### src/tcl_cfg.svh
// tcl_cfg.svh: offsets, field positions, reset values and timing for the lane mode block
// assumes a 32-bit word-addressed register map with byte addresses on a 14-bit bus
`ifndef TCL_CFG_SVH
`define TCL_CFG_SVH
`define TCL_ADR_W        14
`define TCL_OFS_SEL0     14'h0020
`define TCL_OFS_SEL1     14'h0024
`define TCL_OFS_PA       14'h0030
`define TCL_OFS_STAT     14'h0034
`define TCL_OFS_LEN      14'h0038
`define TCL_OFS_BUF      14'h003c
`define TCL_OFS_AUX      14'h0040
`define TCL_OFS_MAP      14'h0044
`define TCL_OFS_HEALTH   14'h236c
`define TCL_DRV_MASK     32'h0003ff07
`define TCL_COM_MASK     32'h00000004
`define TCL_WIDE_BIT     2
`define TCL_MF_BIT       4
`define TCL_LIVE_LSB     8
`define TCL_HEALTH_BIT   15
`define TCL_BUF_MASK     6'h37
`define TCL_RESET_WORD   32'h00000000
`define TCL_HEALTH_TO_NS 10000
`define TCL_CLK_NS       4
`define TCL_HEALTH_TO_CYC (`TCL_HEALTH_TO_NS / `TCL_CLK_NS)
`endif

### src/tcl_pkg.sv
// tcl_pkg: shared types of the lane mode block
// assumes tcl_cfg.svh is on the include path
package tcl_pkg;
  // per-transmitter applied drive word {pre[4:0], post[4:0], swing[2:0]}
  typedef logic [12:0] tcl_drive_type;
  // lane select pair {dual, secondary only}
  typedef logic [1:0]  tcl_sel_type;
  // port number 1..6, zero marks a reserved connector field
  typedef logic [2:0]  tcl_port_type;
endpackage

### src/tcl_phy_lane_cfg.sv
// tcl_phy_lane_cfg: display-side configuration of a two-lane USB-C PHY buffer
// assumes a classic Wishbone master on ref_clk_in and pin-level status from the
// connector microcontroller, which may change at any time
//
// Added by the designer: the Wishbone register port.
`timescale 1ns/10ps
`default_nettype none
`include "tcl_cfg.svh"
module tcl_phy_lane_cfg
  import tcl_pkg::*;
(
  input  wire logic                  ref_clk_in,      // 250 MHz register clock
  input  wire logic                  reset_n_in,      // synchronous reset, low
  input  wire logic                  wb_cyc_in,       // bus cycle
  input  wire logic                  wb_stb_in,       // bus strobe
  input  wire logic                  wb_we_in,        // write when high
  input  wire logic [13:0]           wb_adr_in,       // byte address
  input  wire logic [3:0]            wb_sel_in,       // byte enables
  input  wire logic [31:0]           wb_dat_in,       // write data
  output logic [31:0]                wb_dat_out,      // read data
  output logic                       wb_ack_out,      // acknowledge
  input  wire logic [3:0]            pin_assign_code_in,      // connector pin assignment
  input  wire logic [3:0]            wide_lane_assign_mask_in, // x4 lane mask
  input  wire logic [3:0]            live_state_in,   // live state per connector
  input  wire logic                  modular_adapter_flag_in, // two-connector adapters
  input  wire logic [1:0]            adapter_index_in, // adapter instance
  input  wire logic                  aux_ack_in,      // aux power acknowledge
  input  wire logic                  phy_micro_ok_in, // phy microcontroller health
  output logic [1:0]                 lane_pri_en_out, // primary tx enable per lane
  output logic [1:0]                 lane_sec_en_out, // secondary tx enable per lane
  output logic [1:0]                 lane_rx_en_out,  // secondary rx enable per lane
  output tcl_drive_type [1:0]        pri_drive_out,   // applied primary codes
  output tcl_drive_type [1:0]        sec_drive_out,   // applied secondary codes
  output logic [3:0]                 lane_count_out,  // main-link lanes in use
  output logic [1:0]                 port_width_out,  // port width selection
  output logic                       aux_req_out      // aux power request
);
  localparam int unsigned TO_CYC = `TCL_HEALTH_TO_CYC;

  typedef struct packed {
    logic [16:0]           s1;       // first sync stage, read by s2 only
    logic [16:0]           s2;       // synchronised pins
    logic                  ack;
    logic [31:0]           rdata;
    logic [1:0][2:0][31:0] drv;      // staged drive words per lane
    tcl_drive_type [1:0]   pri;      // applied primary codes
    tcl_drive_type [1:0]   sec;      // applied secondary codes
    tcl_sel_type [1:0]     sel;      // lane select pairs
    logic [3:0]            lane_en;
    logic [5:0]            buf_ctl;  // {conn[1:0], rsvd, width[1:0], en}
    logic                  aux_req;
    logic [11:0]           to_cnt;
    logic                  to_flag;  // sticky health timeout
  } tcl_state_type;

  tcl_state_type q_q;
  tcl_state_type d_d;

  // synchronised pin fields
  logic [3:0]  pa_s;
  logic [3:0]  mask_s;
  logic [3:0]  live_s;
  logic        mf_s;
  logic [1:0]  idx_s;
  logic        ack_s;
  logic        ok_s;
  assign {pa_s, mask_s, live_s, mf_s, idx_s, ack_s, ok_s} = q_q.s2;

  // bus request decode
  logic        req;
  logic        wr;
  logic        drv_hit;
  logic        lane_sel;
  logic [1:0]  drv_idx;
  logic [31:0] bmask;
  assign req      = wb_cyc_in & wb_stb_in;
  assign wr       = req & q_q.ack & wb_we_in;
  assign drv_hit  = (wb_adr_in[13:5] == 9'h000) && (wb_adr_in[3:2] != 2'h3);
  assign lane_sel = wb_adr_in[4];
  assign drv_idx  = wb_adr_in[3:2];
  assign bmask    = {{8{wb_sel_in[3]}}, {8{wb_sel_in[2]}}, {8{wb_sel_in[1]}}, {8{wb_sel_in[0]}}};

  // port activity: only a live connector may drive lanes
  logic        port_on;
  logic [1:0]  lane_on;
  assign port_on    = q_q.buf_ctl[0] & live_s[q_q.buf_ctl[5:4]];
  assign lane_on[0] = port_on & (|q_q.lane_en[1:0]);
  assign lane_on[1] = port_on & (|q_q.lane_en[3:2]);

  // connector-to-port mapping, readable by software
  tcl_port_type [3:0] port_num;
  tcl_port_map u_map (
    .modular_in   (mf_s),
    .adapter_in   (idx_s),
    .port_num_out (port_num)
  );

  // one decoder per PHY lane, each lane with its two transmitters
  genvar l;
  generate
    for (l = 0; l < 2; l++) begin : g_lane
      tcl_lane_decode u_dec (
        .sel_in     (q_q.sel[l]),
        .lane_on_in (lane_on[l]),
        .pri_en_out (lane_pri_en_out[l]),
        .sec_en_out (lane_sec_en_out[l]),
        .rx_en_out  (lane_rx_en_out[l])
      );
    end
  endgenerate

  // status word: live bits of connectors 2 and 3 read zero with modular adapters
  logic [31:0] stat_word;
  logic [3:0]  live_vis;
  assign live_vis  = live_s & {~mf_s, ~mf_s, 2'b11};
  assign stat_word = {20'h00000, live_vis, 3'h0, mf_s, mask_s};

  // read mux, unmapped addresses answer zero
  logic [31:0] rd;
  always_comb begin
    rd = `TCL_RESET_WORD;
    if (drv_hit) begin
      rd = q_q.drv[lane_sel][drv_idx];
    end else begin
      case (wb_adr_in)
        `TCL_OFS_SEL0:   rd = {30'h0, q_q.sel[0]};
        `TCL_OFS_SEL1:   rd = {30'h0, q_q.sel[1]};
        `TCL_OFS_PA:     rd = {28'h0, pa_s};
        `TCL_OFS_STAT:   rd = stat_word;
        `TCL_OFS_LEN:    rd = {28'h0, q_q.lane_en};
        `TCL_OFS_BUF:    rd = {26'h0, q_q.buf_ctl};
        `TCL_OFS_AUX:    rd = {28'h0, q_q.to_flag, ok_s, ack_s, q_q.aux_req};
        `TCL_OFS_MAP:    rd = {16'h0, 1'b0, port_num[3], 1'b0, port_num[2],
                               1'b0, port_num[1], 1'b0, port_num[0]};
        `TCL_OFS_HEALTH: rd = {16'h0, ok_s, 15'h0000};
        default:         rd = `TCL_RESET_WORD;
      endcase
    end
  end

  // next state: sync, bus answer, writes, drive apply and health watchdog
  logic [31:0] wv;
  logic [31:0] cur;
  logic        to_set;
  always_comb begin
    d_d    = q_q;
    cur    = rd;
    wv     = (cur & ~bmask) | (wb_dat_in & bmask);
    to_set = 1'b0;
    d_d.s1 = {pin_assign_code_in, wide_lane_assign_mask_in, live_state_in,
              modular_adapter_flag_in, adapter_index_in, aux_ack_in, phy_micro_ok_in};
    d_d.s2 = q_q.s1;
    // one wait state, then ack for a single cycle
    d_d.ack = req & ~q_q.ack;
    if (req & ~q_q.ack) begin
      d_d.rdata = rd;
    end
    // health wait: count while ack is up and health is still low
    if (q_q.aux_req & ack_s & ~ok_s) begin
      if (q_q.to_cnt >= 12'(TO_CYC - 1)) begin
        to_set = 1'b1;
      end else begin
        d_d.to_cnt = q_q.to_cnt + 12'h001;
      end
    end else begin
      d_d.to_cnt = 12'h000;
    end
    // writes take effect on the edge that the master samples ack
    if (wr) begin
      if (drv_hit) begin
        if (drv_idx == 2'h2) begin
          d_d.drv[lane_sel][2] = wv & `TCL_COM_MASK;
          // wide word set: staged codes become live on this lane
          if (wv[`TCL_WIDE_BIT]) begin
            d_d.pri[lane_sel] = {q_q.drv[lane_sel][0][17:13],
                                 q_q.drv[lane_sel][0][12:8],
                                 q_q.drv[lane_sel][0][2:0]};
            d_d.sec[lane_sel] = {q_q.drv[lane_sel][1][17:13],
                                 q_q.drv[lane_sel][1][12:8],
                                 q_q.drv[lane_sel][1][2:0]};
          end
        end else begin
          d_d.drv[lane_sel][drv_idx] = wv & `TCL_DRV_MASK;
        end
      end else begin
        case (wb_adr_in)
          `TCL_OFS_SEL0: d_d.sel[0]   = wv[1:0];
          `TCL_OFS_SEL1: d_d.sel[1]   = wv[1:0];
          `TCL_OFS_LEN:  d_d.lane_en  = wv[3:0];
          `TCL_OFS_BUF:  d_d.buf_ctl  = wv[5:0] & `TCL_BUF_MASK;
          `TCL_OFS_AUX: begin
            d_d.aux_req = wv[0];
            if (wv[3]) begin
              d_d.to_flag = 1'b0;
            end
          end
          default: ;
        endcase
      end
    end
    // a timeout in the clearing cycle is kept
    if (to_set) begin
      d_d.to_flag = 1'b1;
    end
  end

  // single state register, synchronous reset to all zero
  always_ff @(posedge ref_clk_in) begin
    if (!reset_n_in) begin
      q_q <= '0;
    end else begin
      q_q <= d_d;
    end
  end

  // outputs straight from flops
  assign wb_ack_out     = q_q.ack;
  assign wb_dat_out     = q_q.rdata;
  assign pri_drive_out  = q_q.pri;
  assign sec_drive_out  = q_q.sec;
  assign lane_count_out = q_q.lane_en;
  assign port_width_out = q_q.buf_ctl[2:1];
  assign aux_req_out    = q_q.aux_req;
endmodule
`default_nettype wire

### src/tcl_lane_decode.sv
// tcl_lane_decode: turns one lane's select pair into transmitter enables
// assumes select and lane power come from flops on the same clock
`timescale 1ns/10ps
`default_nettype none
module tcl_lane_decode
  import tcl_pkg::*;
(
  input  wire tcl_sel_type sel_in,     // {dual, secondary only}
  input  wire logic        lane_on_in, // lane in use by an active port
  output logic             pri_en_out, // primary transmitter enable
  output logic             sec_en_out, // secondary transmitter enable
  output logic             rx_en_out   // secondary receive enable
);
  // dual wins over secondary-only; an unused lane is shut down whatever its fields say
  always_comb begin
    pri_en_out = lane_on_in & (sel_in[1] | ~sel_in[0]);
    sec_en_out = lane_on_in & (sel_in[1] | sel_in[0]);
    rx_en_out  = 1'b0;
  end
endmodule
`default_nettype wire

### src/tcl_port_map.sv
// tcl_port_map: maps the adapter's connector fields to system port numbers
// assumes the modular flag and adapter index are already synchronised
`timescale 1ns/10ps
`default_nettype none
module tcl_port_map
  import tcl_pkg::*;
(
  input  wire logic               modular_in,  // two-connector adapters in use
  input  wire logic [1:0]         adapter_in,  // adapter instance, 0 based
  output tcl_port_type [3:0]      port_num_out // port per connector, 0 = reserved
);
  genvar c;
  // one entry per connector field
  generate
    for (c = 0; c < 4; c++) begin : g_conn
      always_comb begin
        if (!modular_in) begin
          port_num_out[c] = 3'(c + 1);
        end else if (c > 1 || adapter_in == 2'h3) begin
          port_num_out[c] = 3'h0;
        end else begin
          port_num_out[c] = 3'({adapter_in, 1'b0}) + 3'(c + 1);
        end
      end
    end
  endgenerate
endmodule
`default_nettype wire

### config.mk
export PLATFORM = sky130hd
export DESIGN_NAME = tcl_phy_lane_cfg
export DESIGN_NICKNAME = d
export VERILOG_FILES = /design/src/tcl_pkg.sv /design/src/tcl_phy_lane_cfg.sv /design/src/tcl_lane_decode.sv /design/src/tcl_port_map.sv
export VERILOG_INCLUDE_DIRS = /design/src /design/src/src
export SDC_FILE = /design/constraint.sdc
export NUM_CORES = 1
export LEC_CHECK = 0
export BUFFER_PORTS_ARGS = -buffer_cell sky130_fd_sc_hd__buf_2
export CAP_MARGIN = 15
export CORE_MARGIN = 4
export CORE_UTILIZATION = 52
export CTS_BUF_LIST = sky130_fd_sc_hd__clkbuf_4 sky130_fd_sc_hd__clkbuf_8
export CTS_CLUSTER_DIAMETER = 200
export DETAILED_ROUTE_END_ITERATION = 8
export PLACE_DENSITY_LB_ADDON = 0.05
export SKIP_CTS_REPAIR_TIMING = 1
export SLEW_MARGIN = 20
export SYNTH_ARGS = -nofsm -noshare
export SYNTH_HDL_FRONTEND = slang
export SYNTH_SLANG_ARGS = --single-unit
### constraint.sdc
create_clock -name ref_clk_in -period 2.05 [get_ports ref_clk_in]
set_input_delay 0 -clock ref_clk_in [delete_from_list [all_inputs] [get_ports ref_clk_in]]
set_output_delay 0 -clock ref_clk_in [all_outputs]
set_load 0.01 [all_outputs]
* After elaboration in Yosys (flattened, before gate mapping)
Cells that the tools add are included.
** Cells by class
- Bitwise operators :: 28
- Mux-type cells :: 34
- Eq/ne operators :: 13
- Divide/modulo/power cells :: 0
- Multipliers :: 0
- Reductions and logical operators :: 18
- $lt $le $gt $ge :: 6
- $add $sub $neg :: 3
- Shift-type cells :: 0
** Operator list (count)
- 192-bit bitwise mux :: 2
- 96-bit two-way mux :: 4
- 96-bit demux with 1-bit select :: 2
- 192-bit two-way mux :: 1
- 16-bit one-hot mux with 9 select lines :: 1
- 32-bit two-way mux :: 3
- 14-bit by 6-bit == test with 1-bit output, second input constant :: 6
- 32-bit binary-select mux with 2-bit select :: 1
- 32-bit demux with 2-bit select :: 1
- 26-bit bitwise mux :: 2
- 18-bit AND :: 2
- 14-bit by 7-bit == test with 1-bit output, second input constant :: 2
- 18-bit NOT :: 1
- 18-bit OR :: 1
- 3-bit two-way mux :: 5
- 3-bit AND reduction :: 5
- 14-bit == test, second input constant :: 1
- 1-bit AND :: 13
- 13-bit demux with 1-bit select :: 1
- 13-bit two-way mux :: 1
- 12-bit by 1-bit adder with 12-bit output, second input constant :: 1
- 12-bit >= comparator, second input constant :: 1
- 9-bit zero test :: 1
- 1-bit two-way mux :: 8
- 19 further kinds :: 36
** Word-level totals
- Register bits after elaboration :: 338
- Output and inout bits :: 98
- Bits in writable memories :: 0
- Memories :: 0
- Input port bits :: 72
- Bits in latches :: 0
- Word-level logic and storage cells :: 123
- Bits in read-only memories :: 0

* Longest topological paths before layout
- Word-level depth :: 12
- Gate-level depth with buffers :: 10

* Hierarchy
From an unflattened synthesis, not the netlist that was laid out.
** Unflattened totals
- Cells, all modules :: 1043
- Area total of the unflattened synthesis :: 9872.0 um^2
** Modules (own cells, without submodules)
- tcl_phy_lane_cfg :: area an instance 9681.8 um^2, cells an instance 1015, sequential area each 4204.0 um^2, instances 1
- tcl_port_map :: area an instance 130.1 um^2, cells an instance 18, sequential area each 0.0 um^2, instances 1
- tcl_lane_decode :: area an instance 30.0 um^2, cells an instance 5, sequential area each 0.0 um^2, instances 2

* Worst setup path after synthesis
OpenSTA, ideal clock, no wires.
- Path kind :: flip-flop to flip-flop
- Start point :: register q_q, in the netlist lane_count_out[1]
- End point :: register q_q, in the netlist lane_count_out[1]
- Period minus slack after synthesis :: 2.096 ns
- Cell stages (with the launch flop) :: 7
- Slack :: -0.046 ns
- Arrival :: 1.968 ns
- Path through :: dfxtp_1 > mux4_2 > nand3_1 > a21oi_1 > o41ai_1 > mux2_2 > nor2_1
** On the way
- Word-level cells in the longest chain between the ends :: 4
** RTL lines
- start, declared :: RTL line tcl_phy_lane_cfg.sv:56 : tcl_state_type q_q;
- start signal, assigned :: RTL line tcl_phy_lane_cfg.sv:210 : q_q <= '0;
- start signal, assigned :: RTL line tcl_phy_lane_cfg.sv:212 : q_q <= d_d;
- 16-bit one-hot mux with 9 select lines :: RTL line tcl_phy_lane_cfg.sv:125 : case (wb_adr_in)
- 32-bit two-way mux :: RTL line tcl_phy_lane_cfg.sv:122 : if (drv_hit) begin
- 18-bit AND :: RTL line tcl_phy_lane_cfg.sv:148 : wv = (cur & ~bmask) | (wb_dat_in & bmask);
- 18-bit OR :: RTL line tcl_phy_lane_cfg.sv:148
Every way passes these cells.
A chain may end at the register's enable or synchronous reset.

* Worst setup path after layout
- Start point :: register q_q, in the netlist idx_s[0]
- End point :: register q_q, in the netlist pri_drive_out[8]
** On the way
- Word-level cells in the longest chain between the ends :: 8
- Elaborated cells on any way between the ends :: 9
- Those cells by class :: 1 x add/sub; 1 x eq/ne; 4 x mux; 2 x bitwise; 1 x reduce/logical
** RTL lines
- 3-bit by 1-bit adder with 3-bit output / 2-bit == test (equally long branches) :: RTL line tcl_port_map.sv:22, tcl_port_map.sv:19
- 3-bit two-way mux * :: RTL line tcl_port_map.sv:19 : end else if (c > 1 || adapter_in == 2'h3) begin
- 3-bit two-way mux * :: RTL line tcl_port_map.sv:17 : if (!modular_in) begin
- 16-bit one-hot mux with 9 select lines * :: RTL line tcl_phy_lane_cfg.sv:125
- 32-bit two-way mux * :: RTL line tcl_phy_lane_cfg.sv:122
- 18-bit AND * :: RTL line tcl_phy_lane_cfg.sv:148
- 18-bit OR * :: RTL line tcl_phy_lane_cfg.sv:148
- 4-bit AND reduction (no line) *
Mark *: on every way between the ends. The rest lies on a longest branch, timed or not.

==> results.md <==
- Run status: finished with violations
- Violated checks: negative hold slack
- Area fraction in and, or, nand and nor cells after synthesis: 0.208
- Synth Flop Type: sky130_fd_sc_hd__dfxtp_1
- Placement Rows: 49
- Slowest library cell on the worst path: sky130_fd_sc_hd__a221oi_4
- TritonCTS Buffers: 36
- Syn avg cell area: 9.18 um2
- Max H-tree Level: 2
- Mux contribution to synthesized area: 0.122
- Max cap viols: 0
- Overall routing resource usage: 0.246
- Net Switching: 2.01 mW
- TritonRoute pass-1 iters: 5
- Total negative slack for setup checks: 0 ns
- Global placer's final weighted congestion: 0.883
- Async set or reset register ratio after synthesis: 0
- Final Skew: 0.0147 ns
- Class of the most critical setup path: reg -> reg
- Drt via density: 5.47
- Post-layout nets: 1,310
- Core Util, Final: 0.652
- Relative slew slack: 0.619
- Internal power: 6.79 mW
- Root buffer cell: sky130_fd_sc_hd__clkbuf_8
- Number of nets still failing antenna checks after routing: 0
- Clock latency at the later pin of the worst-skew pair: 0.51 ns
- Effective utilization at floorplan: 0.532
- Fin crit period: 1.94 ns
- Fraction of final layout cells sized beyond drive strength 1: 0.321
- Proportion of power drawn by flip-flops and latches: 0.471
- Wire length per cell: 17.8 um
- Reg2Reg Setup Slack: 0.11 ns
- Kind of launch point of the worst setup path: flip-flop
- Layout Cells excl Fill: 1,491
- Place WS: -0.201 ns
- Area after DPL: 0.0107 mm2
- Post-synth EDFFs: 0
- FF-to-FF path depth: 8
- Number of DRC violations after detailed routing: 0
- Count of final max-slew check failures: 0
- Clock Pin Slew Worst Setup and Hold Paths: 0.06 ns
- Total clock sinks: 210
- Actual transition at the worst max-transition pin: 0.569 ns
- Kind of capture point of the worst setup path: flip-flop
- Number of buffers on the longest clock path: 3
- Inserted Diodes: 0
- Starting DRC count in detailed routing: 622
- Highest Clock Rate: 0.516 GHz
- Clock network fraction of design power: 0.468
- Maximum fanout count along the critical path: 19
- Fin crit share: 0.945
- Global-route wire length before repair: 40.4 mm
- Data required, critical path: 2.48 ns
- Area enclosed by the die boundary: 0.0208 mm2
- Cell Pwr Density: 746 mW/mm2
- Netlist Area Pre-Place: 0.00963 mm2
- Cell-by-cell trace of the critical path: inv_1 > ha_1 > and2_1 > a221oi_4 > a31oi_4 > nand3_2 > buf_12 > mux2i_1
- Yosys reg bits: 210
- Residual overflow from global routing: 0
- Gate family responsible for the most delay along the worst path: compound AO/OA/AOI/OAI gates
- X dimension of the die: 144 um
- Die Ht: 144 um
- Beginning of the worst register-to-register path: idx_s[0]$_SDFF_PN0_
- Worst hold endpoint: q_q[221]$_SDFFE_PN0P_
- End of the worst register-to-register path: pri_drive_out[8]$_SDFFE_PN0P_
- Vias in the first global route: 7,402
- Number of warnings issued by yosys: 0
- Hold path depth: 5
- Placeable core region: 0.0181 mm2
- Synth Instances: 1,049
- Final hold violation count: 1
- Max VDD drop: 0.608 mV
- I/O pin count: 170
- Switching Share: 0.228
- Worst hold slack after final layout: -0.00787 ns
- Xor and xnor fraction of the mapped netlist area: 0.00910
- Maximum number of pins on one net before global-route repair: 101
- Combinational family with the most area after synthesis: simple AND/OR/NAND/NOR gates
- Critical path's largest stage delay: 0.37 ns
- Final setup violation count: 0
- Area growth from synthesis to layout: 22.4%
- Share of the synthesized area in compound gates (AO/OA/AOI/OAI): 0.111
- Antenna violations before repair: 0
- Finished Cell Area: 0.0118 mm2
- Min-Delay Path Class: in -> reg
- Final routed wirelength across all metal layers: 26.5 mm
- Static Leakage: 5.42 nW
- Data arrival time of the critical path: 2.37 ns
- CP Buf/Inv Count: 2
- Worst setup margin: 0.113 ns
- Hold Startpoint: wb_dat_in[13]
- Post-layout power: 8.79 mW
- Placed cell count: 1,399
- Layout filler cell count: 1,529
- Input/output buffers: 150
- Relative contribution of combinational cells to total power: 0.061
- Adder and majority gate portion of the synthesized area: 0.00520
- Proportion of synthesized chip area in sequential cells: 0.437
- Count of different cell masters after synthesis: 70
- Detailed-route via count: 8,160
- HPWL after detailed placement: 18.7 mm
- Clock tree from TritonCTS: built
==> cells in the mapped netlist, types with 4 or more instances <==
library cell / count / area (um2)
sky130_fd_sc_hd__a31oi_1: 4 / 25.0
sky130_fd_sc_hd__clkinv_1: 4 / 15.0
sky130_fd_sc_hd__nand4b_1: 4 / 35.0
sky130_fd_sc_hd__nor3_1: 20 / 100
sky130_fd_sc_hd__a21oi_1: 40 / 200
sky130_fd_sc_hd__and2_1: 39 / 244
sky130_fd_sc_hd__nand3_1: 43 / 215
sky130_fd_sc_hd__nand4_1: 12 / 75.1
sky130_fd_sc_hd__mux4_2: 10 / 225
sky130_fd_sc_hd__clkbuf_1: 43 / 161
sky130_fd_sc_hd__xnor2_1: 6 / 52.6
sky130_fd_sc_hd__buf_2: 9 / 45.0
sky130_fd_sc_hd__o21a_1: 5 / 37.5
sky130_fd_sc_hd__buf_4: 96 / 721
sky130_fd_sc_hd__mux2_2: 33 / 372
sky130_fd_sc_hd__o31ai_1: 9 / 67.6
sky130_fd_sc_hd__ha_1: 4 / 50.1
sky130_fd_sc_hd__a22oi_1: 15 / 113
sky130_fd_sc_hd__o22ai_1: 7 / 43.8
sky130_fd_sc_hd__mux2i_1: 58 / 581
sky130_fd_sc_hd__dfxtp_1: 210 / 4200
sky130_fd_sc_hd__o21ai_0: 34 / 170
sky130_fd_sc_hd__and3_1: 32 / 200
sky130_fd_sc_hd__nor4_1: 8 / 50.1
sky130_fd_sc_hd__nor2_1: 53 / 199
sky130_fd_sc_hd__nand2_1: 158 / 593
sky130_fd_sc_hd__o211a_1: 16 / 160
sky130_fd_sc_hd__inv_1: 7 / 26.3
sky130_fd_sc_hd__xor2_1: 4 / 35.0
sky130_fd_sc_hd__or2_2: 4 / 25.0
==> worst register-to-register path: cells and delay by family (launching register included) <==
kind	cells	cell delay, ns
fa+ha+maj	1	0.17
flops	1	0.33
simple gates	2	0.35
mux	1	0.21
compound gates	2	0.55
buf+inv	2	0.24
==> layout make-up <==
class / count / area (um2) / share of cell area
well taps: 229 / 287 / 0.0243
multi-input cells: 673 / 4430 / 0.376
clock buffers: 59 / 743 / 0.0630
repair buffers: 302 / 2020 / 0.171
clock inverters: 7 / 66.3 / 0.00563
flip-flops and latches: 210 / 4210 / 0.357
inverters: 11 / 41.3 / 0.00350
==> cell usage in the layout, fill, tap and decap left out, types with 3 or more instances in the layout <==
master,n
sky130_fd_sc_hd__and4b_1,3
sky130_fd_sc_hd__nor3_1,20
sky130_fd_sc_hd__nand4_1,12
sky130_fd_sc_hd__mux2_2,33
sky130_fd_sc_hd__xor2_1,4
sky130_fd_sc_hd__xnor2_1,6
sky130_fd_sc_hd__inv_1,7
sky130_fd_sc_hd__a211oi_1,3
sky130_fd_sc_hd__buf_2,149
sky130_fd_sc_hd__clkbuf_8,48
sky130_fd_sc_hd__a22oi_1,15
sky130_fd_sc_hd__a31oi_1,4
sky130_fd_sc_hd__o21ai_0,32
sky130_fd_sc_hd__a21oi_1,40
sky130_fd_sc_hd__or2_2,4
sky130_fd_sc_hd__dfxtp_1,209
sky130_fd_sc_hd__ha_1,4
sky130_fd_sc_hd__mux2i_1,58
sky130_fd_sc_hd__clkinv_2,4
sky130_fd_sc_hd__clkinv_1,4
sky130_fd_sc_hd__nand2b_1,3
sky130_fd_sc_hd__dlygate4sd3_1,25
sky130_fd_sc_hd__and4_1,3
sky130_fd_sc_hd__o22ai_1,7
sky130_fd_sc_hd__a21o_1,3
sky130_fd_sc_hd__o211a_1,16
sky130_fd_sc_hd__buf_4,123
sky130_fd_sc_hd__nand3_1,43
sky130_fd_sc_hd__and3_1,32
sky130_fd_sc_hd__nor2_1,53
sky130_fd_sc_hd__mux4_2,10
sky130_fd_sc_hd__clkbuf_4,11
sky130_fd_sc_hd__buf_12,5
sky130_fd_sc_hd__o21a_1,5
sky130_fd_sc_hd__and2_1,39
sky130_fd_sc_hd__o31ai_1,9
sky130_fd_sc_hd__nor4_1,7
sky130_fd_sc_hd__nand2_1,158
sky130_fd_sc_hd__nand4b_1,4
==> registers in the layout (all words and copies together) (netlist names) <==
signal / cells
mask_s: 4
mf_s: 1
pri_drive_out: 26
ack_s: 1
wb_dat_out: 18
wb_ack_out: 1
d_d: 17
sec_drive_out: 26
pa_s: 4
idx_s: 2
live_s: 4
q_q: 98
aux_req_out: 1
port_width_out: 2
lane_count_out: 4
ok_s: 1
==> power groups by stage <==
stage / Clock, mW / Sequential, mW / Combinational [mW]
2_1_floorplan: 0 / 4.22 / 0.264
3_3_place_gp: 0 / 4.23 / 0.487
3_5_place_dp: 0 / 4.23 / 0.488
4_1_cts: 4.20 / 4.14 / 0.490
5_1_grt: 4.40 / 4.14 / 0.577
6_report: 4.11 / 4.14 / 0.537
==> layer usage <==
| layer | GRT usage | vias to the layer above | routed length [um] |
|---|---|---|---|
| met3 | 0.0542 | 33 | 2030 |
| met4 | 0.0614 | 0 | 362 |
| met5 | 0 | - | 0 |
| met2 | 0.365 | 321 | 11600 |
| met1 | 0.363 | 3860 | 12500 |
| li1 | - | 3946 | - |
==> how the worst max path moves through the flow <==
stage	depth (start not counted)	endpoint	slack [ns]	startpoint
3_5_place_dp	7	pri_drive_out[14]$_SDFFE_PN0P_	-0.20	wb_adr_in[4]
5_1_grt	8	pri_drive_out[10]$_SDFFE_PN0P_	-0.006	idx_s[0]$_SDFF_PN0_
4_1_cts	5	lane_sec_en_out[1]	0.03	q_q[19]$_SDFFE_PN0P_
2_1_floorplan	8	pri_drive_out[0]$_SDFFE_PN0P_	0.01	wb_adr_in[9]
6_report	8	pri_drive_out[8]$_SDFFE_PN0P_	0.11	idx_s[0]$_SDFF_PN0_
3_3_place_gp	7	pri_drive_out[22]$_SDFFE_PN0P_	-0.11	wb_adr_in[4]
==> kinds of logic (layout without fill, tap and decap cells) <==
family,after synthesis,after routing
simple gates,399,399
flops,210,210
buf+inv,167,379
compound gates,157,157
mux,101,101
xor+xnor,10,10
fa+ha+maj,4,4
other cells,1,2
Note: power is estimated with default switching activity, not from simulation.
